[src/inc/tic_pkg.sv]
// shared constants for the timer input capture block
package tic_pkg;
   // byte register offsets on the wishbone bus
   localparam logic [3:0] ADDR_LATEST_LOW = 4'h0;
   localparam logic [3:0] ADDR_LATEST_HIGH = 4'h4;
   localparam logic [3:0] ADDR_EARLIER_LOW = 4'h8;
   localparam logic [3:0] ADDR_EARLIER_HIGH = 4'hc;
   localparam logic [3:0] ADDR_MODE_CTL = 4'h0 + 4'h0;
   // mode register, own word at 0x10
   localparam logic [4:0] ADDR_MODE = 5'h10;
   localparam logic [4:0] ADDR_PORT = 5'h14;
   // mode control patterns of the upper nibble
   localparam logic [3:0] MODE_RISE = 4'h5;
   localparam logic [3:0] MODE_FALL = 4'h6;
   localparam logic [3:0] MODE_BOTH = 4'h7;
   // field positions
   localparam int PAIR_BIT = 0;
   localparam int LINE6_BIT = 6;
   localparam int LINE7_BIT = 7;
   // reset values
   localparam logic [7:0] MODE_RESET = 8'h00;
   localparam logic [15:0] CAPTURE_RESET = 16'h0000;
   // sampling divider: main clock over four
   localparam int SAMPLE_DIV = 4;
endpackage : tic_pkg

[src/rtl/tic_capture.sv]
// input capture unit with wishbone registers and port pin control
//
// Contract
// [RQ1] latch timer on qualified capture edge
// [RQ2] filter rejects pulses shorter than two samples
// [RQ3] sample capture pin every four clocks
// [RQ4] sampling independent of counter source clock
// [RQ5] lock out captures until latest read
// [RQ6] software reads latest low then high
// [RQ7] capture correct across counter wrap
// [RQ8] edge select rising falling or both
// [RQ9] pair enable at bit0 of earlier low
// [RQ10] pair mode interrupts on second edge
// [RQ11] pair keeps first earlier, second latest
// [RQ12] hardware clears pair enable after edge
// [RQ13] reading second time re-enables capture
// [RQ14] software reads earlier before latest
// [RQ15] software sets pair before first edge
// [RQ16] unused pins act as plain port pins
// [RQ17] software makes line6 input for capture
// [RQ18] software sets latch then direction line7
// [RQ19] interrupt pulse with capture register load
// [RQ20] high byte read of latest releases lockout
// [RQ21] edge from two consecutive stable samples
`timescale 1ns/1ns
module tic_capture #(
   parameter int TIMER_WIDTH = 16
) (
   input wire logic clk_i,
   input wire logic rst_i,
   input wire logic wb_cyc_i,
   input wire logic wb_stb_i,
   input wire logic wb_we_i,
   input wire logic [4:0] wb_adr_i,
   input wire logic [3:0] wb_sel_i,
   input wire logic [31:0] wb_dat_i,
   output logic [31:0] wb_dat_o,
   output logic wb_ack_o,
   input wire logic [TIMER_WIDTH-1:0] extended_timer_i,
   input wire logic timer_uses_capture_i,
   input wire logic timer_uses_compare_i,
   input wire logic compare_level_i,
   input wire logic port3_line6_i,
   output logic port3_line6_o,
   output logic port3_line6_oe_o,
   input wire logic port3_line7_i,
   output logic port3_line7_o,
   output logic port3_line7_oe_o,
   output logic capture_irq_o
);

   // elaboration check on the timer width
   // the byte map covers sixteen bits only
   if (TIMER_WIDTH != 16)
   begin : g_width_check
      $error("tic_capture serves a 16-bit timer only");
   end

   // state of the register bus slave and capture logic
   logic [1:0] div_q, div_d;
   logic s1_q, s1_d, s2_q, s2_d;
   logic [1:0] hist_q, hist_d;
   logic filt_q, filt_d;
   logic [7:0] mode_q, mode_d;
   logic [7:0] dir_q, dir_d;
   logic [7:0] latch_q, latch_d;
   logic [15:0] latest_q, latest_d;
   logic [15:0] earlier_q, earlier_d;
   logic pair_q, pair_d;
   logic lock_q, lock_d;
   logic pair_first_q, pair_first_d;
   logic irq_q, irq_d;
   logic ack_q, ack_d;
   logic [31:0] rdat_q, rdat_d;
   logic l6_q, l6_d, l6oe_q, l6oe_d, l7_q, l7_d, l7oe_q, l7oe_d;
   logic tick;
   logic edge_seen;
   logic bus_req;
   logic rd_high;

   // pick the edge that the mode nibble asks for
   function automatic logic edge_match(input logic [3:0] mode, input logic prev, input logic cur);
      logic rise;
      logic fall;
      rise = !prev && cur;
      fall = prev && !cur;
      case (mode)
         tic_pkg::MODE_RISE: edge_match = rise;
         tic_pkg::MODE_FALL: edge_match = fall;
         tic_pkg::MODE_BOTH: edge_match = rise || fall;
         default: edge_match = 1'b0;
      endcase
   endfunction : edge_match

   // byte lane merge for writes
   function automatic logic [7:0] lane0(input logic [7:0] old, input logic [3:0] sel, input logic [31:0] dat);
      lane0 = sel[0] ? dat[7:0] : old;
   endfunction : lane0

   // address compare for the bus decodes that feed the capture logic (lockout release, pair enable)
   function automatic logic adr_is(input logic [4:0] adr, input logic [4:0] want);
      adr_is = (adr == want);
   endfunction : adr_is

   always_comb
   begin
      // [RQ3] divide by four
      tick = (div_q == 2'(tic_pkg::SAMPLE_DIV - 1));
      bus_req = wb_cyc_i && wb_stb_i && !ack_q;
      rd_high = bus_req && !wb_we_i && adr_is(wb_adr_i, 5'(tic_pkg::ADDR_LATEST_HIGH));
      // [RQ21] compare last two raw samples, both differing from the filtered level
      edge_seen = tick && (hist_q[0] == hist_q[1]) && (hist_q[0] != filt_q)
                  && edge_match(mode_q[7:4], filt_q, hist_q[0]);
   end

   // sampler and filter next state
   always_comb
   begin
      // [RQ4] divider runs from main clock only
      // free running, so the counter source choice never reaches it
      div_d = div_q + 2'h1;
      // pin passes two flops before use
      s1_d = port3_line6_i;
      s2_d = s1_q;
      // only the second flop feeds the sample history
      hist_d = hist_q;
      filt_d = filt_q;
      // [RQ2] accept level only when two samples agree
      if (tick)
      begin
         hist_d = {hist_q[0], s2_q};
         if (hist_q[0] == hist_q[1])
         begin
            filt_d = hist_q[0];
         end
      end
   end

   // capture registers, lockout and interrupt next state
   always_comb
   begin
      // a read and an edge in one cycle: edge refused, lock_q still holds
      latest_d = latest_q;
      earlier_d = earlier_q;
      pair_d = pair_q;
      lock_d = lock_q;
      pair_first_d = pair_first_q;
      irq_d = 1'b0;
      // [RQ20] lockout ends on latest high read
      if (rd_high)
      begin
         // [RQ13] read of second time re-arms
         lock_d = 1'b0;
      end
      // [RQ5] edges ignored while locked
      if (edge_seen && !lock_q && timer_uses_capture_i)
      begin
         // [RQ7] raw count copied, wrap is harmless
         if (pair_q && !pair_first_q)
         begin
            // [RQ11] first edge goes to earlier
            earlier_d = extended_timer_i;
            pair_first_d = 1'b1;
            // [RQ12] hardware clears pair enable
            pair_d = 1'b0;
         end
         else
         begin
            // [RQ1] latch timer into latest
            latest_d = extended_timer_i;
            lock_d = 1'b1;
            pair_first_d = 1'b0;
            // [RQ19] interrupt with the load
            // [RQ10] pair interrupts on second edge only
            irq_d = 1'b1;
         end
      end
      // [RQ9] pair enable write, bit0 of earlier low
      // written last, so a software set wins over the hardware clear
      if (bus_req && wb_we_i && adr_is(wb_adr_i, 5'(tic_pkg::ADDR_EARLIER_LOW)) && wb_sel_i[0])
      begin
         pair_d = wb_dat_i[tic_pkg::PAIR_BIT];
      end
   end

   // bus slave and port pin next state
   always_comb
   begin
      mode_d = mode_q;
      dir_d = dir_q;
      latch_d = latch_q;
      ack_d = bus_req;
      rdat_d = 32'h0000_0000;
      if (bus_req && wb_we_i)
      begin
         if (wb_adr_i == tic_pkg::ADDR_MODE)
         begin
            // [RQ8] mode control selects the edge
            mode_d = lane0(mode_q, wb_sel_i, wb_dat_i);
         end
         else if (wb_adr_i == tic_pkg::ADDR_PORT)
         begin
            latch_d = lane0(latch_q, wb_sel_i, wb_dat_i);
            dir_d = wb_sel_i[1] ? wb_dat_i[15:8] : dir_q;
         end
      end
      else if (bus_req)
      begin
         if (wb_adr_i == 5'(tic_pkg::ADDR_LATEST_LOW))
         begin
            rdat_d = {24'h00_0000, latest_q[7:0]};
         end
         else if (wb_adr_i == 5'(tic_pkg::ADDR_LATEST_HIGH))
         begin
            rdat_d = {24'h00_0000, latest_q[15:8]};
         end
         else if (wb_adr_i == 5'(tic_pkg::ADDR_EARLIER_LOW))
         begin
            rdat_d = {24'h00_0000, earlier_q[7:0]};
         end
         else if (wb_adr_i == 5'(tic_pkg::ADDR_EARLIER_HIGH))
         begin
            rdat_d = {24'h00_0000, earlier_q[15:8]};
         end
         else if (wb_adr_i == tic_pkg::ADDR_MODE)
         begin
            rdat_d = {24'h00_0000, mode_q};
         end
         else if (wb_adr_i == tic_pkg::ADDR_PORT)
         begin
            rdat_d = {16'h0000, dir_q, latch_q};
         end
         // unmapped reads return zero but are still acknowledged
         else
         begin
            rdat_d = 32'h0000_0000;
         end
      end
   end

   // port pin next state
   always_comb
   begin
      // [RQ16] pins are plain port lines unless claimed
      // line7 follows the compare level only while the timer claims it
      l6_d = latch_q[tic_pkg::LINE6_BIT];
      l6oe_d = dir_q[tic_pkg::LINE6_BIT];
      l7_d = timer_uses_compare_i ? compare_level_i : latch_q[tic_pkg::LINE7_BIT];
      l7oe_d = dir_q[tic_pkg::LINE7_BIT];
   end

   // sampler and filter registers
   always_ff @(posedge clk_i)
   begin
      if (rst_i)
      begin
         div_q <= 2'h0;
         s1_q <= 1'b0;
         s2_q <= 1'b0;
         hist_q <= 2'h0;
         filt_q <= 1'b0;
      end
      else
      begin
         div_q <= div_d;
         s1_q <= s1_d;
         s2_q <= s2_d;
         hist_q <= hist_d;
         filt_q <= filt_d;
      end
   end

   // capture registers
   always_ff @(posedge clk_i)
   begin
      if (rst_i)
      begin
         latest_q <= tic_pkg::CAPTURE_RESET;
         earlier_q <= tic_pkg::CAPTURE_RESET;
         pair_q <= 1'b0;
         lock_q <= 1'b0;
         pair_first_q <= 1'b0;
         irq_q <= 1'b0;
      end
      else
      begin
         latest_q <= latest_d;
         earlier_q <= earlier_d;
         pair_q <= pair_d;
         lock_q <= lock_d;
         pair_first_q <= pair_first_d;
         irq_q <= irq_d;
      end
   end

   // bus slave registers
   always_ff @(posedge clk_i)
   begin
      if (rst_i)
      begin
         mode_q <= tic_pkg::MODE_RESET;
         dir_q <= 8'h00;
         latch_q <= 8'h00;
         ack_q <= 1'b0;
         rdat_q <= 32'h0000_0000;
      end
      else
      begin
         mode_q <= mode_d;
         dir_q <= dir_d;
         latch_q <= latch_d;
         ack_q <= ack_d;
         rdat_q <= rdat_d;
      end
   end

   // port pin registers
   always_ff @(posedge clk_i)
   begin
      if (rst_i)
      begin
         l6_q <= 1'b0;
         l6oe_q <= 1'b0;
         l7_q <= 1'b0;
         l7oe_q <= 1'b0;
      end
      else
      begin
         l6_q <= l6_d;
         l6oe_q <= l6oe_d;
         l7_q <= l7_d;
         l7oe_q <= l7oe_d;
      end
   end

   // outputs straight from flops; pin inputs unused beyond line6
   assign wb_dat_o = rdat_q;
   assign wb_ack_o = ack_q;
   assign capture_irq_o = irq_q;
   assign port3_line6_o = l6_q;
   assign port3_line6_oe_o = l6oe_q;
   assign port3_line7_o = l7_q;
   assign port3_line7_oe_o = l7oe_q;

endmodule : tic_capture

[config.mk]
export PLATFORM = sky130hd
export DESIGN_NAME = tic_capture
export DESIGN_NICKNAME = d
export VERILOG_FILES = /design/src/inc/tic_pkg.sv /design/src/rtl/tic_capture.sv
export SDC_FILE = /design/constraint.sdc
export NUM_CORES = 1
export LEC_CHECK = 0
export ABC_AREA = 1
export CAP_MARGIN = 10
export CORE_MARGIN = 3
export CORE_UTILIZATION = 62
export DETAILED_ROUTE_END_ITERATION = 10
export DONT_BUFFER_PORTS = 1
export PLACE_DENSITY_LB_ADDON = 0.25
export SLEW_MARGIN = 15
export SYNTH_ARGS = -nofsm -noshare
export SYNTH_HDL_FRONTEND = slang
export SYNTH_SLANG_ARGS = --single-unit
[constraint.sdc]
create_clock -name clk_i -period 2 [get_ports clk_i]
set_clock_uncertainty 0.2 [all_clocks]
set_input_delay 0.1 -clock clk_i [delete_from_list [all_inputs] [get_ports clk_i]]
set_output_delay 0.1 -clock clk_i [all_outputs]
set_load 0.01 [all_outputs]
==> key figures, run 1 <==
STA
  – Actual slew at the worst max-slew pin: 0.641 ns
  – TNS Setup: 0 ns
  – Final setup violation count: 0
  – Worst setup margin: around 0.037 ns
  – Maximum clock rate: 509 MHz
  – Hold Fails Final Rpt: 6
  – Final worst path period need: 1.96 ns
  – Fin. max-slew vios: 0
  – Max_slew headroom: 0.571
  – Final cycle utilization of the critical path: 0.981
  – Hold Slack: -0.0235 ns

Run status
  – Status: finished, violations left
  – Violated checks: negative hold slack

Yosys
  – Largest area contributor in the netlist: dfxtp_1
  – Count of cell types in the netlist: 26
  – Area contributors post-synth: dfxtp_1, nand2_1, nor2_1
  – Synth async-reset ratio: 0
  – Yosys Warn Count: 0
  – Synthesized area per cell: 7.36 um^2
  – Cells after Synth: 489
  – Ys flop type: dfxtp_1
  – Synth Register Bits: 88
  – Syn Std Cell Area: 0.00360 mm^2
  – Top cell type's share of synthesized area: 0.490
  – Register area share after synthesis: 0.490
  – EDFF count, synth: 0

Placement
  – GPL Wtd Cong: 0.818
  – Port buffer count: 0
  – Hpwl dp: between 5000 and 6000 um
  – DP Worst Slack: 0.0309 ns
  – Cell Area, Placed: 0.00360 mm^2

Clock tree
  – TritonCTS clock tree: done
  – Root Driver: clkbuf_8
  – H-tree depth: 3
  – Clock Latency Late Sink: 0.36 ns
  – Clock Sinks: 88
  – Clk buf depth: 2
  – CTS buffer count: 9
  – Clock slew at reported path FFs: about 0.09 ns

Worst setup path
  – Critical Path RT: between 2 and 2.5 ns
  – CP max FO: 3
  – CP cell instances: nor2_1 -> nand3_1 -> nor2_1 -> nand2_1 -> dlygate4sd3_1 -> a21oi_1
  – Crit path max-delay cell type: dlygate4sd3_1
  – CP Launch Type: flop
  – Critical path capture point type: flop
  – Worst path top cell family by delay: simple AND/OR/NAND/NOR gates
  – CP Data Arrival Time: 2.04 ns
  – Worst path most repeated cell: nor2_1
  – Critical setup path kind: reg -> reg
  – Critical path's largest stage delay: around 0.57 ns
  – Worst path bufs/invs: 1

Drt
  – DRC errors left: 0
  – Routed wire length: roughly 9000 um
  – Initial drt markers: 284
  – Vias: 3291
  – DR WL/cell: 14.5 um
  – Pre-antenna DRT Iters: 5
  – Post-route ant nets: 0
  – Vias/cell: 5.33

Floorplan
  – # IOs: around 110
  – Rows: 27
  – Core region area: 0.00557 mm^2
  – DIE AREA: 0.00675 mm^2
  – Die Width: a little over 80 um
  – Die extent in y: 82.2 um
  – Initial core utilization: 0.645

Pwr
  – Cell Pwr Density: 735 mW/mm^2
  – Switching share of power: 0.228
  – Maximum vdd drop: 559 uV
  – Reg power frac: 0.548
  – Clk network pwr share: 0.389
  – P_sw: 0.000738 W
  – Power Internal: about 0.0025 W
  – Leak: approximately 1.9 nW
  – Comb power frac: 0.063

Global routing
  – GRT Total Usage: 0.259
  – Maximum number of pins on one net before global-route repair: 60
  – Global route total overflow: 0
  – Initial antenna violation count: 1
  – Vias in the first global route: 2782
  – First-pass GRT wire length: 13100 um

Finish
  – Final non-filler cell area: 0.00439 mm^2
  – FILL cells: 376
  – Syn-to-layout area delta: 22.2%
  – Nets: 610
  – Layout cells sized above 1: 0.0844

Run
  – Max-cap viol count: 0

Worst hold path
  – Hold WC Path Type: in -> reg
final timing paths:
kind             from  slack, ns  depth (start not counted)       end
min reg2reg      s1_q       0.22                          2      s2_q
max          wb_ack_o       0.04                          6    pair_q
max reg2reg  wb_ack_o       0.04                          6    pair_q
min           wb_we_i      -0.02                          4  dir_q[6]
per-stage QoR:
step           hold slack (ns)  utilization  total power (W)  cells
2_1_floorplan          -0.0215            -          0.00192    504
3_3_place_gp           -0.0315        0.645          0.00191    551
3_5_place_dp           -0.0294        0.645          0.00192    551
4_1_cts                0.00269        0.765          0.00322    613
5_1_grt                 0.0192        0.788          0.00334    618
6_report               -0.0235        0.788          0.00323    618
repair_timing:
action	CTS	global route
hold buffers	46	0
buffers inserted	0	1
resized for setup	0	11
setup endpoints to repair	0	58
endpoints found under the hold margin	79	0
layout make-up:
type	count	area, um^2	share of cell area
clock inverters	5	55.1	0.0125
inverters	48	180	0.0410
flip-flops and latches	88	1760	0.401
multi-input cells	336	1540	0.351
repair buffers	57	608	0.138
diodes	1	2.50	0.000569
clock buffers	11	151	0.0345
well taps	72	90.1	0.0205
power by group through the flow:
stage | Clock, W | Sequential (W) | Combinational, W
floorplan | 0 | 0.00181 | 0.000113
CTS | 0.00126 | 0.00177 | 0.000189
detailed placement | 0 | 0.00181 | 0.000105
global route | 0.00135 | 0.00177 | 0.000222
global placement | 0 | 0.00181 | 0.000101
finish | 0.00126 | 0.00177 | 0.000205
layer usage:
layer / global-route usage / share of wire
met3: 0.0792 / 0.079
met5: 0 / 0
met1: 0.312 / 0.41
met4: 0.0847 / 0.025
met2: 0.439 / 0.49
layout by cell type (no fill, tap or decap), drive strengths merged, types with 14 or more instances in the layout:
| master | instances |
|---|---|
| o21ai | 42 |
| clkbuf | 14 |
| a21oi | 15 |
| conb | 16 |
| inv | 48 |
| nand3 | 34 |
| nor2 | 108 |
| dlygate4sd3 | 46 |
| dfxtp | 88 |
| nand2 | 105 |
worst register-to-register path: cells and delay by family (launching register included):
| kind | cells | cell delay, ns |
|---|---|---|
| AOI/OAI and AO/OA | 1 | 0.17 |
| buffers and inverters | 1 | 0.57 |
| and+or+nand+nor | 4 | 0.58 |
| DFF | 1 | 0.36 |
registers in the layout (all words and copies together) (netlist names), 2 cells and up:
register	cells
div_q	2
latest_q	16
latch_q	8
earlier_q	16
dir_q	8
mode_q	8
wb_dat_o	16
hist_q	2
synth_stat cells (2+ instances only):
| library cell | n |
|---|---|
| nand2_1 | 104 |
| nor2_1 | 104 |
| dfxtp_1 | 88 |
| inv_1 | 45 |
| o21ai_0 | 42 |
| nand3_1 | 31 |
| buf_4 | 18 |
| a21oi_1 | 15 |
| clkbuf_1 | 8 |
| o211ai_1 | 8 |
| buf_2 | 4 |
| ha_1 | 3 |
| inv_2 | 3 |
| nand3_2 | 2 |
| nor2_2 | 2 |
| nor3_1 | 2 |
logic make-up after synthesis:
| family | Yosys count | share of synthesized area |
|---|---|---|
| buffers and inverters | 80 | 0.106 |
| AOI/OAI and AO/OA | 67 | 0.101 |
| adders and majority gates | 3 | 0.0104 |
| other | 1 | 0.00104 |
| and+or+nand+nor | 250 | 0.293 |
| DFF | 88 | 0.490 |
Power figures use the tool's default switching activity.
==> inputs of run 2 (changes only) <==
Settings changed: CORE_UTILIZATION 62 to 65, CTS_BUF_LIST from default to sky130_fd_sc_hd__clkbuf_8.
==> run 2 against run 1 <==
Compared with the run above:
- the run still ends with negative hold slack left
- first-iteration DRC count up 29%
- maximum frequency is 0.51% lower
- clock power down 14%
- flip-flop and latch count did not move
- critical endpoint unchanged
- highest routed layer unchanged
==> key figures, run 2 (synthesis results as in run 1) <==
Run status
  – Status: finished, violations left
  – Violated checks: negative hold slack

Drt
  – Initial drt markers: 366 (+29%)
  – Routed wire length: 9400 um (+4.5%)
  – Vias/cell: 5.52 (+3.7%)
  – Post-route ant nets: 0 (unchanged)
  – Pre-antenna DRT Iters: 5 (unchanged)
  – Vias: 3385 (+2.9%)
  – DRC errors left: 0 (unchanged)
  – DR WL/cell: 15.3 um (+5.4%)

Finish
  – Nets: 609 (-0.16%)
  – Fin cells: 613 (-0.81%)
  – Layout cells sized above 1: 0.0847 (+0.000311)
  – Most frequent cells in the layout: nand2_1, nor2_1, dfxtp_1, inv_1, dlygate4sd3_1
  – Commonest non-fill, non-tap cell in the layout: nand2_1
  – Syn-to-layout area delta: 21.2%
  – Antenna cells: 0 (-1)
  – Final core utilization: 0.832 (+0.0440)

STA
  – Maximum clock rate: 507 MHz (-0.51%)
  – Actual slew at the worst max-slew pin: 0.750 ns (+0.109 ns)
  – Max_slew headroom: 0.500 (-0.0713)
  – Final worst path period need: 1.97 ns (+0.00998 ns)
  – Final cycle utilization of the critical path: 0.986 (+0.00499)
  – Fin. max-slew vios: 0 (unchanged)
  – Final setup violation count: 0 (unchanged)
  – Worst setup margin: 0.0271 ns (-0.00998 ns)
  – Hold Fails Final Rpt: 5 (-1)
  – Hold Slack: -0.0127 ns (+0.0108 ns)

Worst setup path
  – Critical path's largest stage delay: 0.35 ns (-0.22 ns)
  – Critical setup path kind: reg -> reg
  – CP Data Arrival Time: 1.98 ns (-0.06 ns)
  – Worst path bufs/invs: 2 (+1)
  – CP cell instances: buf_4 -> ha_1 -> nor2_1 -> nor3b_4 -> nand3_4 -> clkbuf_16 -> nand2_1 -> a21oi_1
  – Worst path top cell family by delay: simple AND/OR/NAND/NOR gates
  – CP max FO: 16 (+13)
  – Critical Path RT: 2.00 ns (-0.08 ns)
  – CP Launch Type: flop
  – Crit path max-delay cell type: dfxtp_4
  – Critical path capture point type: flop

Floorplan
  – Core region area: 0.00524 mm^2 (-6.0%)
  – Initial core utilization: 0.687 (+0.0415)
  – DIE AREA: 0.00646 mm^2 (-4.3%)
  – Rows: 26 (-3.7%)
  – Die Width: 80.4 um (-2.2%)
  – Die extent in y: 80.4 um (-2.2%)
  – # IOs: 105 (unchanged)

Clock tree
  – Root Driver: clkbuf_8
  – Clock Sinks: 88 (unchanged)
  – Clk buf depth: 2 (unchanged)
  – H-tree depth: 3 (unchanged)
  – Clock slew at reported path FFs: 0.08 ns (about the same)
  – Clock Latency Late Sink: 0.35 ns (about the same)
  – TritonCTS clock tree: done
  – CTS buffer count: 9 (unchanged)

Pwr
  – Final Power: 0.00306 W (-5.4%)
  – Cell Pwr Density: 701 mW/mm^2 (-4.6%)
  – Leak: 1.89 nW (-0.96%)
  – Maximum vdd drop: 479 uV (-14%)

Global routing
  – First-pass GRT wire length: 13500 um (+2.8%)
  – Initial antenna violation count: 0 (-1)
  – GRT Total Usage: 0.273 (+0.0146)
  – Global route total overflow: 0 (unchanged)
  – Vias in the first global route: 2929 (+5.3%)
  – Maximum number of pins on one net before global-route repair: 60 (unchanged)

Run
  – Max-cap viol count: 0 (unchanged)

Placement
  – GPL Wtd Cong: 0.846 (+3.5%)
  – Port buffer count: 0 (unchanged)
  – Hpwl dp: 5630 um (+4.4%)
  – Post-Place Cells: 549 (-0.36%)
  – DP Worst Slack: 0.0275 ns (-0.00335 ns)

Worst hold path
  – Hold WC Path Type: in -> reg
## run 2: where the power goes
group,internal (W),switching [W],total [W]
logic,0.0000873,0.000116,0.000203
clock network,0.000504,0.000581,0.00108
registers,0.00176,0.00000801,0.00177
## run 2: worst reg2reg max path, cell delays in order, from the launching register on
cell,delay [ns]
dfxtp_4,0.35
buf_4,0.11
ha_1,0.16
nor2_1,0.07
nor3b_4,0.33
nand3_4,0.21
clkbuf_16,0.23
nand2_1,0.09
a21oi_1,0.08
## run 2: area by class of cell
type	count	area, um^2
Clock buffer	11	151
Clock inverter	4	21.3
Tap cell	70	87.6
Timing Repair Buffer	55	594
Inverter	48	184
Multi-Input combinational cell	337	1560
Sequential cell	88	1770
Fill cell	326	878
## run 2: final timing paths
check | from | endpoint | slack, ns | depth (start not counted)
setup / recovery | hist_q[0] | pair_q | 0.03 | 8
hold reg to reg | s1_q | s2_q | 0.22 | 2
setup reg to reg | hist_q[0] | pair_q | 0.03 | 8
hold / removal | wb_we_i | dir_q[7] | -0.01 | 4
## run 2: layer usage
metal	track usage	up-vias	share of wire
met4	0.105	0	0.028
li1	-	1607	-
met3	0.0605	33	0.088
met5	0	-	0
met2	0.472	196	0.50
met1	0.329	1549	0.38
## run 2: what timing repair did
item	4_1_cts	5_1_grt
hold buffers	44	0
resized for setup	0	15
endpoints found under the setup margin	0	54
buffers inserted	0	1
endpoints found under the hold margin	79	0
## run 2: through the flow
stage | area, um^2 | TNS (ns) | hold WS, ns
after floorplan | 3650 | 0 | -0.0215
after global placement | 3590 | 0 | -0.0314
after detailed placement | 3590 | 0 | -0.0297
after CTS | 4210 | 0 | 0.00385
after global routing | 4360 | -0.0196 | 0.0174
final | 4360 | 0 | -0.0127
